## src/hw/rmc_map.vh

```
`ifndef RMC_MAP_VH
`define RMC_MAP_VH

// ---------------------------------------------------------------
// clock rates and derived divider counts
// ---------------------------------------------------------------
`define RMC_SYS_HZ 64'd200000000
`define RMC_CPU_CLK_HZ 64'd5000000
`define RMC_TMR_CLK_MILLIHZ 64'd39062500
`define RMC_CPU_HALF (`RMC_SYS_HZ / (64'd2 * `RMC_CPU_CLK_HZ))
`define RMC_TMR_HALF ((64'd1000 * `RMC_SYS_HZ) / (64'd2 * `RMC_TMR_CLK_MILLIHZ))

// ---------------------------------------------------------------
// register offsets on the low address byte
// ---------------------------------------------------------------
`define RMC_OFS_GATE_CNT0 6'h00
`define RMC_OFS_GATE_CNT3 6'h03
`define RMC_OFS_EVT_CNT0 6'h04
`define RMC_OFS_EVT_CNT3 6'h07
`define RMC_OFS_STATUS 6'h08
`define RMC_OFS_FUNC 6'h09
`define RMC_OFS_GTIME_LO 6'h0a
`define RMC_OFS_GTIME_HI 6'h0b
`define RMC_OFS_CTRL 6'h0c

// ---------------------------------------------------------------
// field positions
// ---------------------------------------------------------------
`define RMC_ST_DONE 0
`define RMC_ST_EXT_PRESENT 1
`define RMC_ST_EXT_IN_USE 2
`define RMC_ST_GATE 3
`define RMC_CTRL_ARM 0
`define RMC_CTRL_SF21 1
`define RMC_FCODE_GATE_BIT 3

// ---------------------------------------------------------------
// measurement functions and their five-line codes
// ---------------------------------------------------------------
`define RMC_FN_FIRST_CHANNEL_FREQUENCY 4'h0
`define RMC_FN_SECOND_CHANNEL_FREQUENCY 4'h1
`define RMC_FN_PERIOD_A 4'h2
`define RMC_FN_TI_AB 4'h3
`define RMC_FN_TOTAL_A_BY_B 4'h4
`define RMC_FN_RATIO_AB 4'h5
`define RMC_FN_CHECK 4'h6
`define RMC_FN_TOTAL_A 4'h7
`define RMC_FN_TIME 4'h8
`define RMC_FC_FIRST_CHANNEL_FREQUENCY 5'h0d
`define RMC_FC_SECOND_CHANNEL_FREQUENCY 5'h09
`define RMC_FC_PERIOD_A 5'h0c
`define RMC_FC_TI_AB 5'h19
`define RMC_FC_TOTAL_A_BY_B 5'h17
`define RMC_FC_RATIO_AB 5'h1d
`define RMC_FC_CHECK 5'h05
`define RMC_FC_TOTAL_A 5'h0d
`define RMC_FC_TIME 5'h0d

// ---------------------------------------------------------------
// reset values
// ---------------------------------------------------------------
`define RMC_RST_FUNC 4'h0
`define RMC_RST_GTIME 16'h0100
`define RMC_RST_DELAY 16'h0040

`endif

```

## src/hw/rmc_sync.v

```verilog
`timescale 1ns/1ps
`default_nettype none

// two-stage synchroniser for a bundle of pin levels
module rmc_sync #(
   parameter WIDTH = 1
) (
   // clock and reset
   input wire clk,
   input wire rst,
   // levels
   input wire [WIDTH-1:0] d,
   output reg [WIDTH-1:0] q
);

   reg [WIDTH-1:0] meta_reg;

   // first stage feeds only the second
   always @(posedge clk or posedge rst) begin
      if (rst) begin
         meta_reg <= {WIDTH{1'b0}};
         q <= {WIDTH{1'b0}};
      end else begin
         meta_reg <= d;
         q <= meta_reg;
      end
   end

endmodule // rmc_sync

`default_nettype wire

```

## src/hw/rmc_top.v

```verilog
// Function
// gate opens and closes on measured-signal edges, never on the count clock
// each gate spans a whole number of measured-signal cycles
// gate duration is the count of reference pulses while gate is open
// host configures function and gate time before every measurement
// measured signals go straight into the input counter logic
// both channels' differential outputs feed the measurement in every function; here channel B feeds it only in second-channel frequency without SF21
// control counter raises an interrupt when each measurement finishes
// registers addressed by latched address together with counter chip select
// results returned over the multiplexed bus during the data phase
// accept internal and external standards; external only with adequate level
// host polls the external-reference presence flag as a digital input
// presence high and select line low switches the timebase to external
// 10 MHz output from the active standard to the standard output connector
// 10 MHz reference from internal standard sent to the control counter
// control counter makes a 5 MHz processor clock
// control counter makes a 39.0625 kHz processor timer clock
// five function-code lines encode the function, static without input signals
// in self-check, function-code line three follows the gate indicator
// second-channel frequency is first-channel frequency with delay under SF21
// gate indicator driven from the measurement block showing gate open
// host holds low address during strobe high, latched on its fall
// host decodes chip select, valid only in the data phase
// completed counts held in result registers until read after interrupt
// internal standard used when select line high or no external reference
`timescale 1ns/1ps
`default_nettype none
`include "rmc_map.vh"

module rmc_top #(
   parameter CNT_W = 32,
   parameter DELAY_CYCLES = `RMC_RST_DELAY
) (
   // clock and reset
   input wire SYS_CLK,
   input wire RST,
   // channel differential pairs
   input wire CHA_P,
   input wire CHA_N,
   input wire CHB_P,
   input wire CHB_N,
   // frequency standards and reference select
   input wire INT_REF,
   input wire EXT_REF,
   input wire EXT_LEVEL,
   input wire REF_SELECT_N,
   // multiplexed processor bus
   input wire ADDR_STROBE,
   input wire DATA_STROBE,
   input wire READ_NOT_WRITE,
   input wire COUNTER_CHIP_SELECT_N,
   input wire [7:0] BUS_IN,
   output reg [7:0] BUS_OUT,
   output reg BUS_OE,
   // interrupt and status pins
   output reg IRQ_N,
   output reg EXT_PRESENT,
   output reg GATE_LED,
   output reg [4:0] FUNCTION_CODE,
   // clocks made for the rest of the system
   output reg STD_OUT_10M,
   output reg REF_OUT_10M,
   output reg CPU_CLK,
   output reg TIMER_CLK
);

   // ---------------------------------------------------------------
   // synchronised pin levels
   // ---------------------------------------------------------------
   localparam [63:0] CPU_HALF = `RMC_CPU_HALF;
   localparam [63:0] TMR_HALF = `RMC_TMR_HALF;
   localparam [4:0] S_IDLE = 5'h01;
   localparam [4:0] S_DELAY = 5'h02;
   localparam [4:0] S_ARMED = 5'h04;
   localparam [4:0] S_OPEN = 5'h08;
   localparam [4:0] S_DONE = 5'h10;

   wire cha_p_s, cha_n_s, chb_p_s, chb_n_s, int_ref_s, ext_ref_s, ext_lvl_s;
   wire ref_sel_n_s, as_s, ds_s, rnw_s, cs_n_s;
   wire [7:0] bus_s;

   rmc_sync #(.WIDTH(20)) u_sync (
      .clk(SYS_CLK),
      .rst(RST),
      .d({BUS_IN, COUNTER_CHIP_SELECT_N, READ_NOT_WRITE, DATA_STROBE, ADDR_STROBE,
          REF_SELECT_N, EXT_LEVEL, EXT_REF, INT_REF, CHB_N, CHB_P, CHA_N, CHA_P}),
      .q({bus_s, cs_n_s, rnw_s, ds_s, as_s, ref_sel_n_s, ext_lvl_s, ext_ref_s,
          int_ref_s, chb_n_s, chb_p_s, cha_n_s, cha_p_s})
   );

   // ---------------------------------------------------------------
   // state
   // ---------------------------------------------------------------
   reg cha_reg, chb_reg, cha_d_reg, meas_d_reg, ref_d_reg, as_d_reg, ds_d_reg;
   reg [5:0] addr_reg;
   reg [3:0] func_reg;
   reg [15:0] gtime_reg;
   reg sf21_reg, arm_reg, done_reg;
   reg [4:0] state_reg;
   reg [15:0] delay_reg;
   reg [CNT_W-1:0] ref_cnt_reg, evt_cnt_reg, gate_res_reg, evt_res_reg;
   reg [11:0] cpu_div_reg, tmr_div_reg;
   reg [7:0] rd_data;
   reg [4:0] fcode_next;

   wire use_ext = ext_lvl_s & ~ref_sel_n_s;
   wire ref_lvl = use_ext ? ext_ref_s : int_ref_s;
   wire ref_rise = ref_lvl & ~ref_d_reg;
   wire second_channel_frequency = (func_reg == `RMC_FN_SECOND_CHANNEL_FREQUENCY);
   wire meas_lvl = (second_channel_frequency & ~sf21_reg) ? chb_reg : cha_reg;
   wire meas_rise = meas_lvl & ~meas_d_reg;
   wire cha_rise = cha_reg & ~cha_d_reg;
   wire cs_data = ~cs_n_s & ds_s;
   wire ds_fall = ds_d_reg & ~ds_s;
   wire wr_take = ~cs_n_s & ~rnw_s & ds_fall;
   wire status_read = ~cs_n_s & rnw_s & ds_fall & (addr_reg == `RMC_OFS_STATUS);
   wire min_reached = (ref_cnt_reg[CNT_W-1:8] >= {{(CNT_W-24){1'b0}}, gtime_reg});
   wire fin = (state_reg == S_OPEN) & meas_rise & min_reached;
   wire gate_open = (state_reg == S_OPEN) & ~fin;   // lamp drops with the interrupt

   // ---------------------------------------------------------------
   // differential receivers
   // ---------------------------------------------------------------
   // a pair whose legs agree is mid-transition, so the last level holds
   always @(posedge SYS_CLK or posedge RST) begin
      if (RST) begin
         cha_reg <= 1'b0;
         chb_reg <= 1'b0;
      end else begin
         if (cha_p_s != cha_n_s) cha_reg <= cha_p_s;
         if (chb_p_s != chb_n_s) chb_reg <= chb_p_s;
      end
   end

   // edge history
   always @(posedge SYS_CLK or posedge RST) begin
      if (RST) begin
         cha_d_reg <= 1'b0;
         meas_d_reg <= 1'b0;
         ref_d_reg <= 1'b0;
         as_d_reg <= 1'b0;
         ds_d_reg <= 1'b0;
      end else begin
         cha_d_reg <= cha_reg;
         meas_d_reg <= meas_lvl;
         ref_d_reg <= ref_lvl;
         as_d_reg <= as_s;
         ds_d_reg <= ds_s;
      end
   end

   // ---------------------------------------------------------------
   // address latch and configuration writes
   // ---------------------------------------------------------------
   // low address byte captured as the address strobe falls
   always @(posedge SYS_CLK or posedge RST) begin
      if (RST) begin
         addr_reg <= 6'h00;
      end else if (as_d_reg & ~as_s) begin
         addr_reg <= bus_s[5:0];
      end
   end

   // writes land at the end of the data phase, when bus data has settled
   always @(posedge SYS_CLK or posedge RST) begin
      if (RST) begin
         func_reg <= `RMC_RST_FUNC;
         gtime_reg <= `RMC_RST_GTIME;
         sf21_reg <= 1'b0;
         arm_reg <= 1'b0;
      end else begin
         arm_reg <= 1'b0;
         if (wr_take) begin
            case (addr_reg)
               `RMC_OFS_FUNC: func_reg <= bus_s[3:0];
               `RMC_OFS_GTIME_LO: gtime_reg[7:0] <= bus_s;
               `RMC_OFS_GTIME_HI: gtime_reg[15:8] <= bus_s;
               `RMC_OFS_CTRL: begin
                  sf21_reg <= bus_s[`RMC_CTRL_SF21];
                  arm_reg <= bus_s[`RMC_CTRL_ARM];
               end
               default: arm_reg <= 1'b0;
            endcase
         end
      end
   end

   // ---------------------------------------------------------------
   // gate sequencer
   // ---------------------------------------------------------------
   // an arm is ignored while the done flag is set, until the status register is read
   always @(posedge SYS_CLK or posedge RST) begin
      if (RST) begin
         state_reg <= S_IDLE;
         delay_reg <= 16'h0000;
      end else begin
         case (state_reg)
            S_IDLE: begin
               if (arm_reg & ~done_reg) begin
                  delay_reg <= DELAY_CYCLES;
                  state_reg <= (second_channel_frequency & sf21_reg) ? S_DELAY : S_ARMED;
               end
            end
            S_DELAY: begin
               delay_reg <= delay_reg - 16'h0001;
               if (delay_reg == 16'h0001) state_reg <= S_ARMED;
            end
            S_ARMED: begin
               if (meas_rise) state_reg <= S_OPEN;
            end
            S_OPEN: begin
               if (fin) state_reg <= S_DONE;
            end
            S_DONE: state_reg <= S_IDLE;
            default: state_reg <= S_IDLE;
         endcase
      end
   end

   // ---------------------------------------------------------------
   // counters and result registers
   // ---------------------------------------------------------------
   // the opening edge is no event but the closing one is, so n cycles count n
   always @(posedge SYS_CLK or posedge RST) begin
      if (RST) begin
         ref_cnt_reg <= {CNT_W{1'b0}};
         evt_cnt_reg <= {CNT_W{1'b0}};
         gate_res_reg <= {CNT_W{1'b0}};
         evt_res_reg <= {CNT_W{1'b0}};
      end else begin
         if (state_reg == S_ARMED) begin
            ref_cnt_reg <= {CNT_W{1'b0}};
            evt_cnt_reg <= {CNT_W{1'b0}};
         end else if (state_reg == S_OPEN & ~fin) begin
            if (ref_rise) ref_cnt_reg <= ref_cnt_reg + {{(CNT_W-1){1'b0}}, 1'b1};
            if (cha_rise) evt_cnt_reg <= evt_cnt_reg + {{(CNT_W-1){1'b0}}, 1'b1};
         end
         if (fin) begin
            gate_res_reg <= ref_cnt_reg;
            evt_res_reg <= evt_cnt_reg + {{(CNT_W-1){1'b0}}, cha_rise};
         end
      end
   end

   // done flag: a finish in the cycle of a status read wins
   always @(posedge SYS_CLK or posedge RST) begin
      if (RST) begin
         done_reg <= 1'b0;
      end else begin
         done_reg <= fin | (done_reg & ~status_read);
      end
   end

   // ---------------------------------------------------------------
   // read path on the multiplexed bus
   // ---------------------------------------------------------------
   always @* begin
      rd_data = 8'h00;
      case (addr_reg)
         6'h00: rd_data = gate_res_reg[7:0];
         6'h01: rd_data = gate_res_reg[15:8];
         6'h02: rd_data = gate_res_reg[23:16];
         `RMC_OFS_GATE_CNT3: rd_data = gate_res_reg[31:24];
         `RMC_OFS_EVT_CNT0: rd_data = evt_res_reg[7:0];
         6'h05: rd_data = evt_res_reg[15:8];
         6'h06: rd_data = evt_res_reg[23:16];
         `RMC_OFS_EVT_CNT3: rd_data = evt_res_reg[31:24];
         `RMC_OFS_STATUS: begin
            rd_data[`RMC_ST_DONE] = done_reg;
            rd_data[`RMC_ST_EXT_PRESENT] = ext_lvl_s;
            rd_data[`RMC_ST_EXT_IN_USE] = use_ext;
            rd_data[`RMC_ST_GATE] = gate_open;
         end
         `RMC_OFS_FUNC: rd_data = {4'h0, func_reg};
         `RMC_OFS_GTIME_LO: rd_data = gtime_reg[7:0];
         `RMC_OFS_GTIME_HI: rd_data = gtime_reg[15:8];
         `RMC_OFS_CTRL: rd_data = {6'h00, sf21_reg, 1'b0};
         default: rd_data = 8'h00;
      endcase
   end

   // drive only inside a selected read data phase
   always @(posedge SYS_CLK or posedge RST) begin
      if (RST) begin
         BUS_OUT <= 8'h00;
         BUS_OE <= 1'b0;
      end else begin
         BUS_OE <= cs_data & rnw_s;
         BUS_OUT <= rd_data;
      end
   end

   // ---------------------------------------------------------------
   // function code, indicator and flags
   // ---------------------------------------------------------------
   // codes depend on configuration only, except line three following the gate in self-check, so they sit still with no input
   always @* begin
      case (func_reg)
         `RMC_FN_FIRST_CHANNEL_FREQUENCY: fcode_next = `RMC_FC_FIRST_CHANNEL_FREQUENCY;
         `RMC_FN_SECOND_CHANNEL_FREQUENCY: fcode_next = `RMC_FC_SECOND_CHANNEL_FREQUENCY;
         `RMC_FN_PERIOD_A: fcode_next = `RMC_FC_PERIOD_A;
         `RMC_FN_TI_AB: fcode_next = `RMC_FC_TI_AB;
         `RMC_FN_TOTAL_A_BY_B: fcode_next = `RMC_FC_TOTAL_A_BY_B;
         `RMC_FN_RATIO_AB: fcode_next = `RMC_FC_RATIO_AB;
         `RMC_FN_CHECK: fcode_next = `RMC_FC_CHECK;
         `RMC_FN_TOTAL_A: fcode_next = `RMC_FC_TOTAL_A;
         `RMC_FN_TIME: fcode_next = `RMC_FC_TIME;
         default: fcode_next = `RMC_FC_FIRST_CHANNEL_FREQUENCY;
      endcase
      if (func_reg == `RMC_FN_CHECK)
         fcode_next[`RMC_FCODE_GATE_BIT] = gate_open;
   end

   always @(posedge SYS_CLK or posedge RST) begin
      if (RST) begin
         FUNCTION_CODE <= `RMC_FC_FIRST_CHANNEL_FREQUENCY;
         GATE_LED <= 1'b0;
         IRQ_N <= 1'b1;
         EXT_PRESENT <= 1'b0;
      end else begin
         FUNCTION_CODE <= fcode_next;
         GATE_LED <= gate_open;
         IRQ_N <= ~(done_reg | fin);
         EXT_PRESENT <= ext_lvl_s;
      end
   end

   // ---------------------------------------------------------------
   // reference outputs and system clocks
   // ---------------------------------------------------------------
   // standards are 10 MHz, so a resampled copy suffices; edge jitter is one
   // system period, the price of keeping a single clock domain
   always @(posedge SYS_CLK or posedge RST) begin
      if (RST) begin
         STD_OUT_10M <= 1'b0;
         REF_OUT_10M <= 1'b0;
      end else begin
         STD_OUT_10M <= ref_lvl;
         REF_OUT_10M <= int_ref_s;
      end
   end

   // dividers from the system clock
   always @(posedge SYS_CLK or posedge RST) begin
      if (RST) begin
         cpu_div_reg <= 12'h000;
         tmr_div_reg <= 12'h000;
         CPU_CLK <= 1'b0;
         TIMER_CLK <= 1'b0;
      end else begin
         if (cpu_div_reg == CPU_HALF[11:0] - 12'h001) begin
            cpu_div_reg <= 12'h000;
            CPU_CLK <= ~CPU_CLK;
         end else begin
            cpu_div_reg <= cpu_div_reg + 12'h001;
         end
         if (tmr_div_reg == TMR_HALF[11:0] - 12'h001) begin
            tmr_div_reg <= 12'h000;
            TIMER_CLK <= ~TIMER_CLK;
         end else begin
            tmr_div_reg <= tmr_div_reg + 12'h001;
         end
      end
   end

endmodule // rmc_top

`default_nettype wire

```

## config.mk

```make
export PLATFORM = sky130hd
export DESIGN_NAME = rmc_top
export DESIGN_NICKNAME = d
export VERILOG_FILES = /design/src/hw/rmc_sync.v /design/src/hw/rmc_top.v
export VERILOG_INCLUDE_DIRS = /design/src /design/src/hw
export SDC_FILE = /design/constraint.sdc
export NUM_CORES = 1
export LEC_CHECK = 0
export BUFFER_PORTS_ARGS = -buffer_cell sky130_fd_sc_hd__clkbuf_2
export CAP_MARGIN = 20
export CORE_AREA = 2 2 152 154
export DETAILED_ROUTE_END_ITERATION = 8
export DIE_AREA = 0 0 154 156
export GPL_TIMING_DRIVEN = 0
export PLACE_DENSITY = 0.86
export SYNTH_ARGS = -nofsm -noshare
export SYNTH_HDL_FRONTEND = slang
export SYNTH_HIERARCHICAL = 1
export SYNTH_SLANG_ARGS = --single-unit
```

## constraint.sdc

```tcl
create_clock -name SYS_CLK -period 8.1 [get_ports SYS_CLK]
set_input_delay 1.62 -clock SYS_CLK [delete_from_list [all_inputs] [get_ports SYS_CLK]]
set_output_delay 1.62 -clock SYS_CLK [all_outputs]
set_load 0.005 [all_outputs]
```

==> impl_metrics.ini <==
[outcome]
outcome = finished, final reports clean

[floorplanning]
fp.dieArea_um2 = 24000
die_h_um = 156
die_x_um = 154
boundaryPins = 43
initial_core_util = 0.556
placementRows = 55
core_area_um2 = 22400

[critical_path]
cp_slowest_stage_delay_ps = 680
worstPathRequired_ps = 8590
path_class = flip-flop to flip-flop
cp_max_fo = 10
worstSetupEndpoint = gate_res_reg[0]$_DFFE_PP0P_
rr_endpoint = gate_res_reg[0]$_DFFE_PP0P_
r2r-start = ref_cnt_reg[8]$_DFFE_PP0P_
start_kind = flip-flop
critical_path.most_common_cell = nand2_1
cp_num_buf_inv = 3
cpLargestDelayFamily = buffers and inverters
path_depth = 11
critPathLaunch = ref_cnt_reg[8]$_DFFE_PP0P_
path_cells = inv_1, ha_1, nand2b_1, a2111oi_0, nand3b_1, a31oi_2, nand2_1, clkbuf_1, clkbuf_1, nand2_1, nand2_1
reg2reg_depth = 11
end_kind = flip-flop
critPathArrivalTime_ps = 4050
reg2reg_slack_ps = 4540
cpMaxStageDelayCell = a2111oi_0

[finish]
fin_nets = 1323
antenna_cells = 0
area_growth_pct = 12.6
fin_cells = 1583
final_core_util = 0.625
layout-drive-gt1-share = 0.132
nFillCells = 1627

[sta]
slew_headroom = 0.368
fin_crit_sh = 0.440
max_freq_mhz = 281
setup_violations = 0
tightest_slew_ps = 941
slew_viol_final = 0
hold_viol = 0
tns_ps = 0
fin_ws_ps = 4540
rsz0062_at_grt = false
fin_skew_ps = 20.9
period_minus_slack_ps = 3560

[global_route]
first_global_vias = 10300
grtUsageTotal = 0.279
gr-total-overflow = 0
antenna_found_initial = 0
use_met2 = 0.455
met1_usage = 0.343
grt_max_degree = 135
grtUsageMet3 = 0.0650
grt_pass1_wl_mm = 53.1
grt.busiest_layer = met2

[worst_hold_path]
hold_class = flip-flop to flip-flop

[place]
dpl_worst_slack_ps = 4860
portBuffers = 42
dp_hpwl_mm = 22.3
place_congestion = 0.972
dp_cells = 1533

[cts]
cts_max_level = 1
cts.reportedPaths.clkPinSlew_ps = 60
cts-resized-gates = 0
clockRootBuffer = clkbuf_16
cts_tree = yes
cts_buffers = 27
worstSkewPairLatency_ps = 550
postCtsSetupRepairBufs = 0
cts.path.max_buffers = 3
hold_buffers = 0
cts_sinks = 269

[power]
power.switching_w = 0.000755
p_clk_frac = 0.433
power_density_nw_per_um2 = 214
p_seq_frac = 0.476
vdd_ir_drop_max_mv = 0.135
p_leak_nw = 6.14
p_comb_frac = 0.091
switching_share = 0.253
internal-power_w = 0.00223

[logic_synthesis]
synth_seq_area_share = 0.542
syn_inst = 1204
async_flop_share = 1.00
synthDistinctLibCells = 72
avgSynthCellArea_um2 = 10.3
ys_warn_count = 6
ys_ff_latch = 269
synth_edf_count = 0
synth_top_area_frac = 0.530
yosysTopAreaCell = dfrtp_1
syn_nets = 1250
netlist_top_cells_area = dfrtp_1 53%, nand2_1 6.1%, xnor2_1 3.8%
synth_ff_type = dfrtp_1
syn_area_um2 = 12400

[detailed_routing]
first_iter_violations = 1112
drt.antenna.violating_nets = 0
wirelength_mm = 32.7
viasPerCell = 6.32
wl_per_cell_um = 20.7
drtPass1Iterations = 9
vias = 10000
drc = 0

[run]
cap_violations = 0
Yosys cell counts, drive strengths merged (3+ instances only):
cell type and n:
dfrtp 263, ha 24, a221oi 3, or2 7, o41ai 5, a21oi 28
a222oi 5, clkbuf 36, nand2b 15, and4 7, nor4b 4, xor2 28
nor3b 6, nand4 27, a211oi 4, and2 5, or4 13, o211ai 10
inv 40, nand3 46, nor2 85, mux2 16, nor2b 8, o311ai 3
buf 19, dfstp 6, o21ai 75, o31ai 12, nor4 22, nor3 25
mux2i 11, nand3b 6, a22oi 17, nand2 203, mux4 5, or3b 3
xnor2 54, or3 24, and3 13, a22o 3
area by class of cell:
class / instances / area, µm² / share of cell area
clock inverter: 13 / 158 / 0.0113
timing repair buffer: 44 / 265 / 0.0190
multi-input combinational: 840 / 5280 / 0.378
inverter: 40 / 158 / 0.0113
sequential: 269 / 6740 / 0.482
buffer: 55 / 256 / 0.0183
clock buffer: 37 / 773 / 0.0553
tap: 285 / 357 / 0.0255
per-layer routing:
metal | share of wire | vias to the layer above
li1 | - | 4364
met1 | 0.37 | 4867
met2 | 0.47 | 606
met3 | 0.099 | 169
met4 | 0.064 | 0
met5 | 0 | -
worst min-delay path by stage:
stage / slack, ps / start / to / cells past startpoint
after floorplan: 330 / u_sync/meta_reg[0]$_DFF_PP0_ / u_sync/q[0]$_DFF_PP0_ / 0
after global routing: 350 / u_sync/meta_reg[14]$_DFF_PP0_ / u_sync/q[14]$_DFF_PP0_ / 0
after CTS: 350 / u_sync/meta_reg[16]$_DFF_PP0_ / u_sync/q[16]$_DFF_PP0_ / 0
after detailed placement: 330 / u_sync/meta_reg[1]$_DFF_PP0_ / u_sync/q[1]$_DFF_PP0_ / 0
after global placement: 330 / u_sync/meta_reg[3]$_DFF_PP0_ / u_sync/q[3]$_DFF_PP0_ / 0
final: 350 / u_sync/meta_reg[1]$_DFF_PP0_ / u_sync/q[1]$_DFF_PP0_ / 0
power groups by stage:
stage	combinational, W	sequential [W]	clock, W
2_1_floorplan	0.000173	0.00143	0
3_3_place_gp	0.000249	0.00144	0
3_5_place_dp	0.000263	0.00144	0
4_1_cts	0.000268	0.00142	0.00131
5_1_grt	0.000293	0.00142	0.00136
6_report	0.000273	0.00142	0.00129
worst reg2reg max path, delay by kind of cell (launching register included):
family                     cells  cell delay (ps)
adders and majority gates      1              300
DFF                            1              450
AOI/OAI and AO/OA              2              910
buffers and inverters          3             1070
and+or+nand+nor                5              800
cells by family after synthesis:
kind of cell,count (synthesis),share of synthesized area
AOI/OAI and AO/OA,176,0.0917
xor gates and xnor gates,82,0.0578
adders and majority gates,26,0.0258
buffers and inverters,95,0.0327
DFF,269,0.542
muxes,32,0.0324
and+or+nand+nor,524,0.217
metrics by stage:
stage          hold WS [ps]  total power [W]  instance area, µm²
3_3_place_gp            333          0.00169               13000
5_1_grt                 349          0.00308               14000
2_1_floorplan           331          0.00160               12400
3_5_place_dp            335          0.00171               13100
6_report                347          0.00299               14000
4_1_cts                 349          0.00300               14000
placed cells by master, fill, tap and decap left out, types with 10 or more instances in the layout:
cell,netlist,routed
a21oi_1,28,28
a22oi_1,17,17
and3_1,13,13
buf_2,10,10
clkbuf_1,36,40
clkbuf_16,0,27
clkbuf_2,0,42
dfrtp_1,263,263
ha_1,24,24
inv_1,37,36
mux2_2,16,16
mux2i_1,11,11
nand2_1,203,203
nand2b_1,12,12
nand3_1,46,46
nand4_1,27,27
nor2_1,85,85
nor3_1,22,22
nor4_1,10,10
nor4_2,12,12
o211ai_1,10,10
o21ai_0,67,67
o31ai_1,11,11
or3_1,22,22
or4_1,11,11
xnor2_1,54,54
xor2_1,28,28
Power figures use the tool's default switching activity.
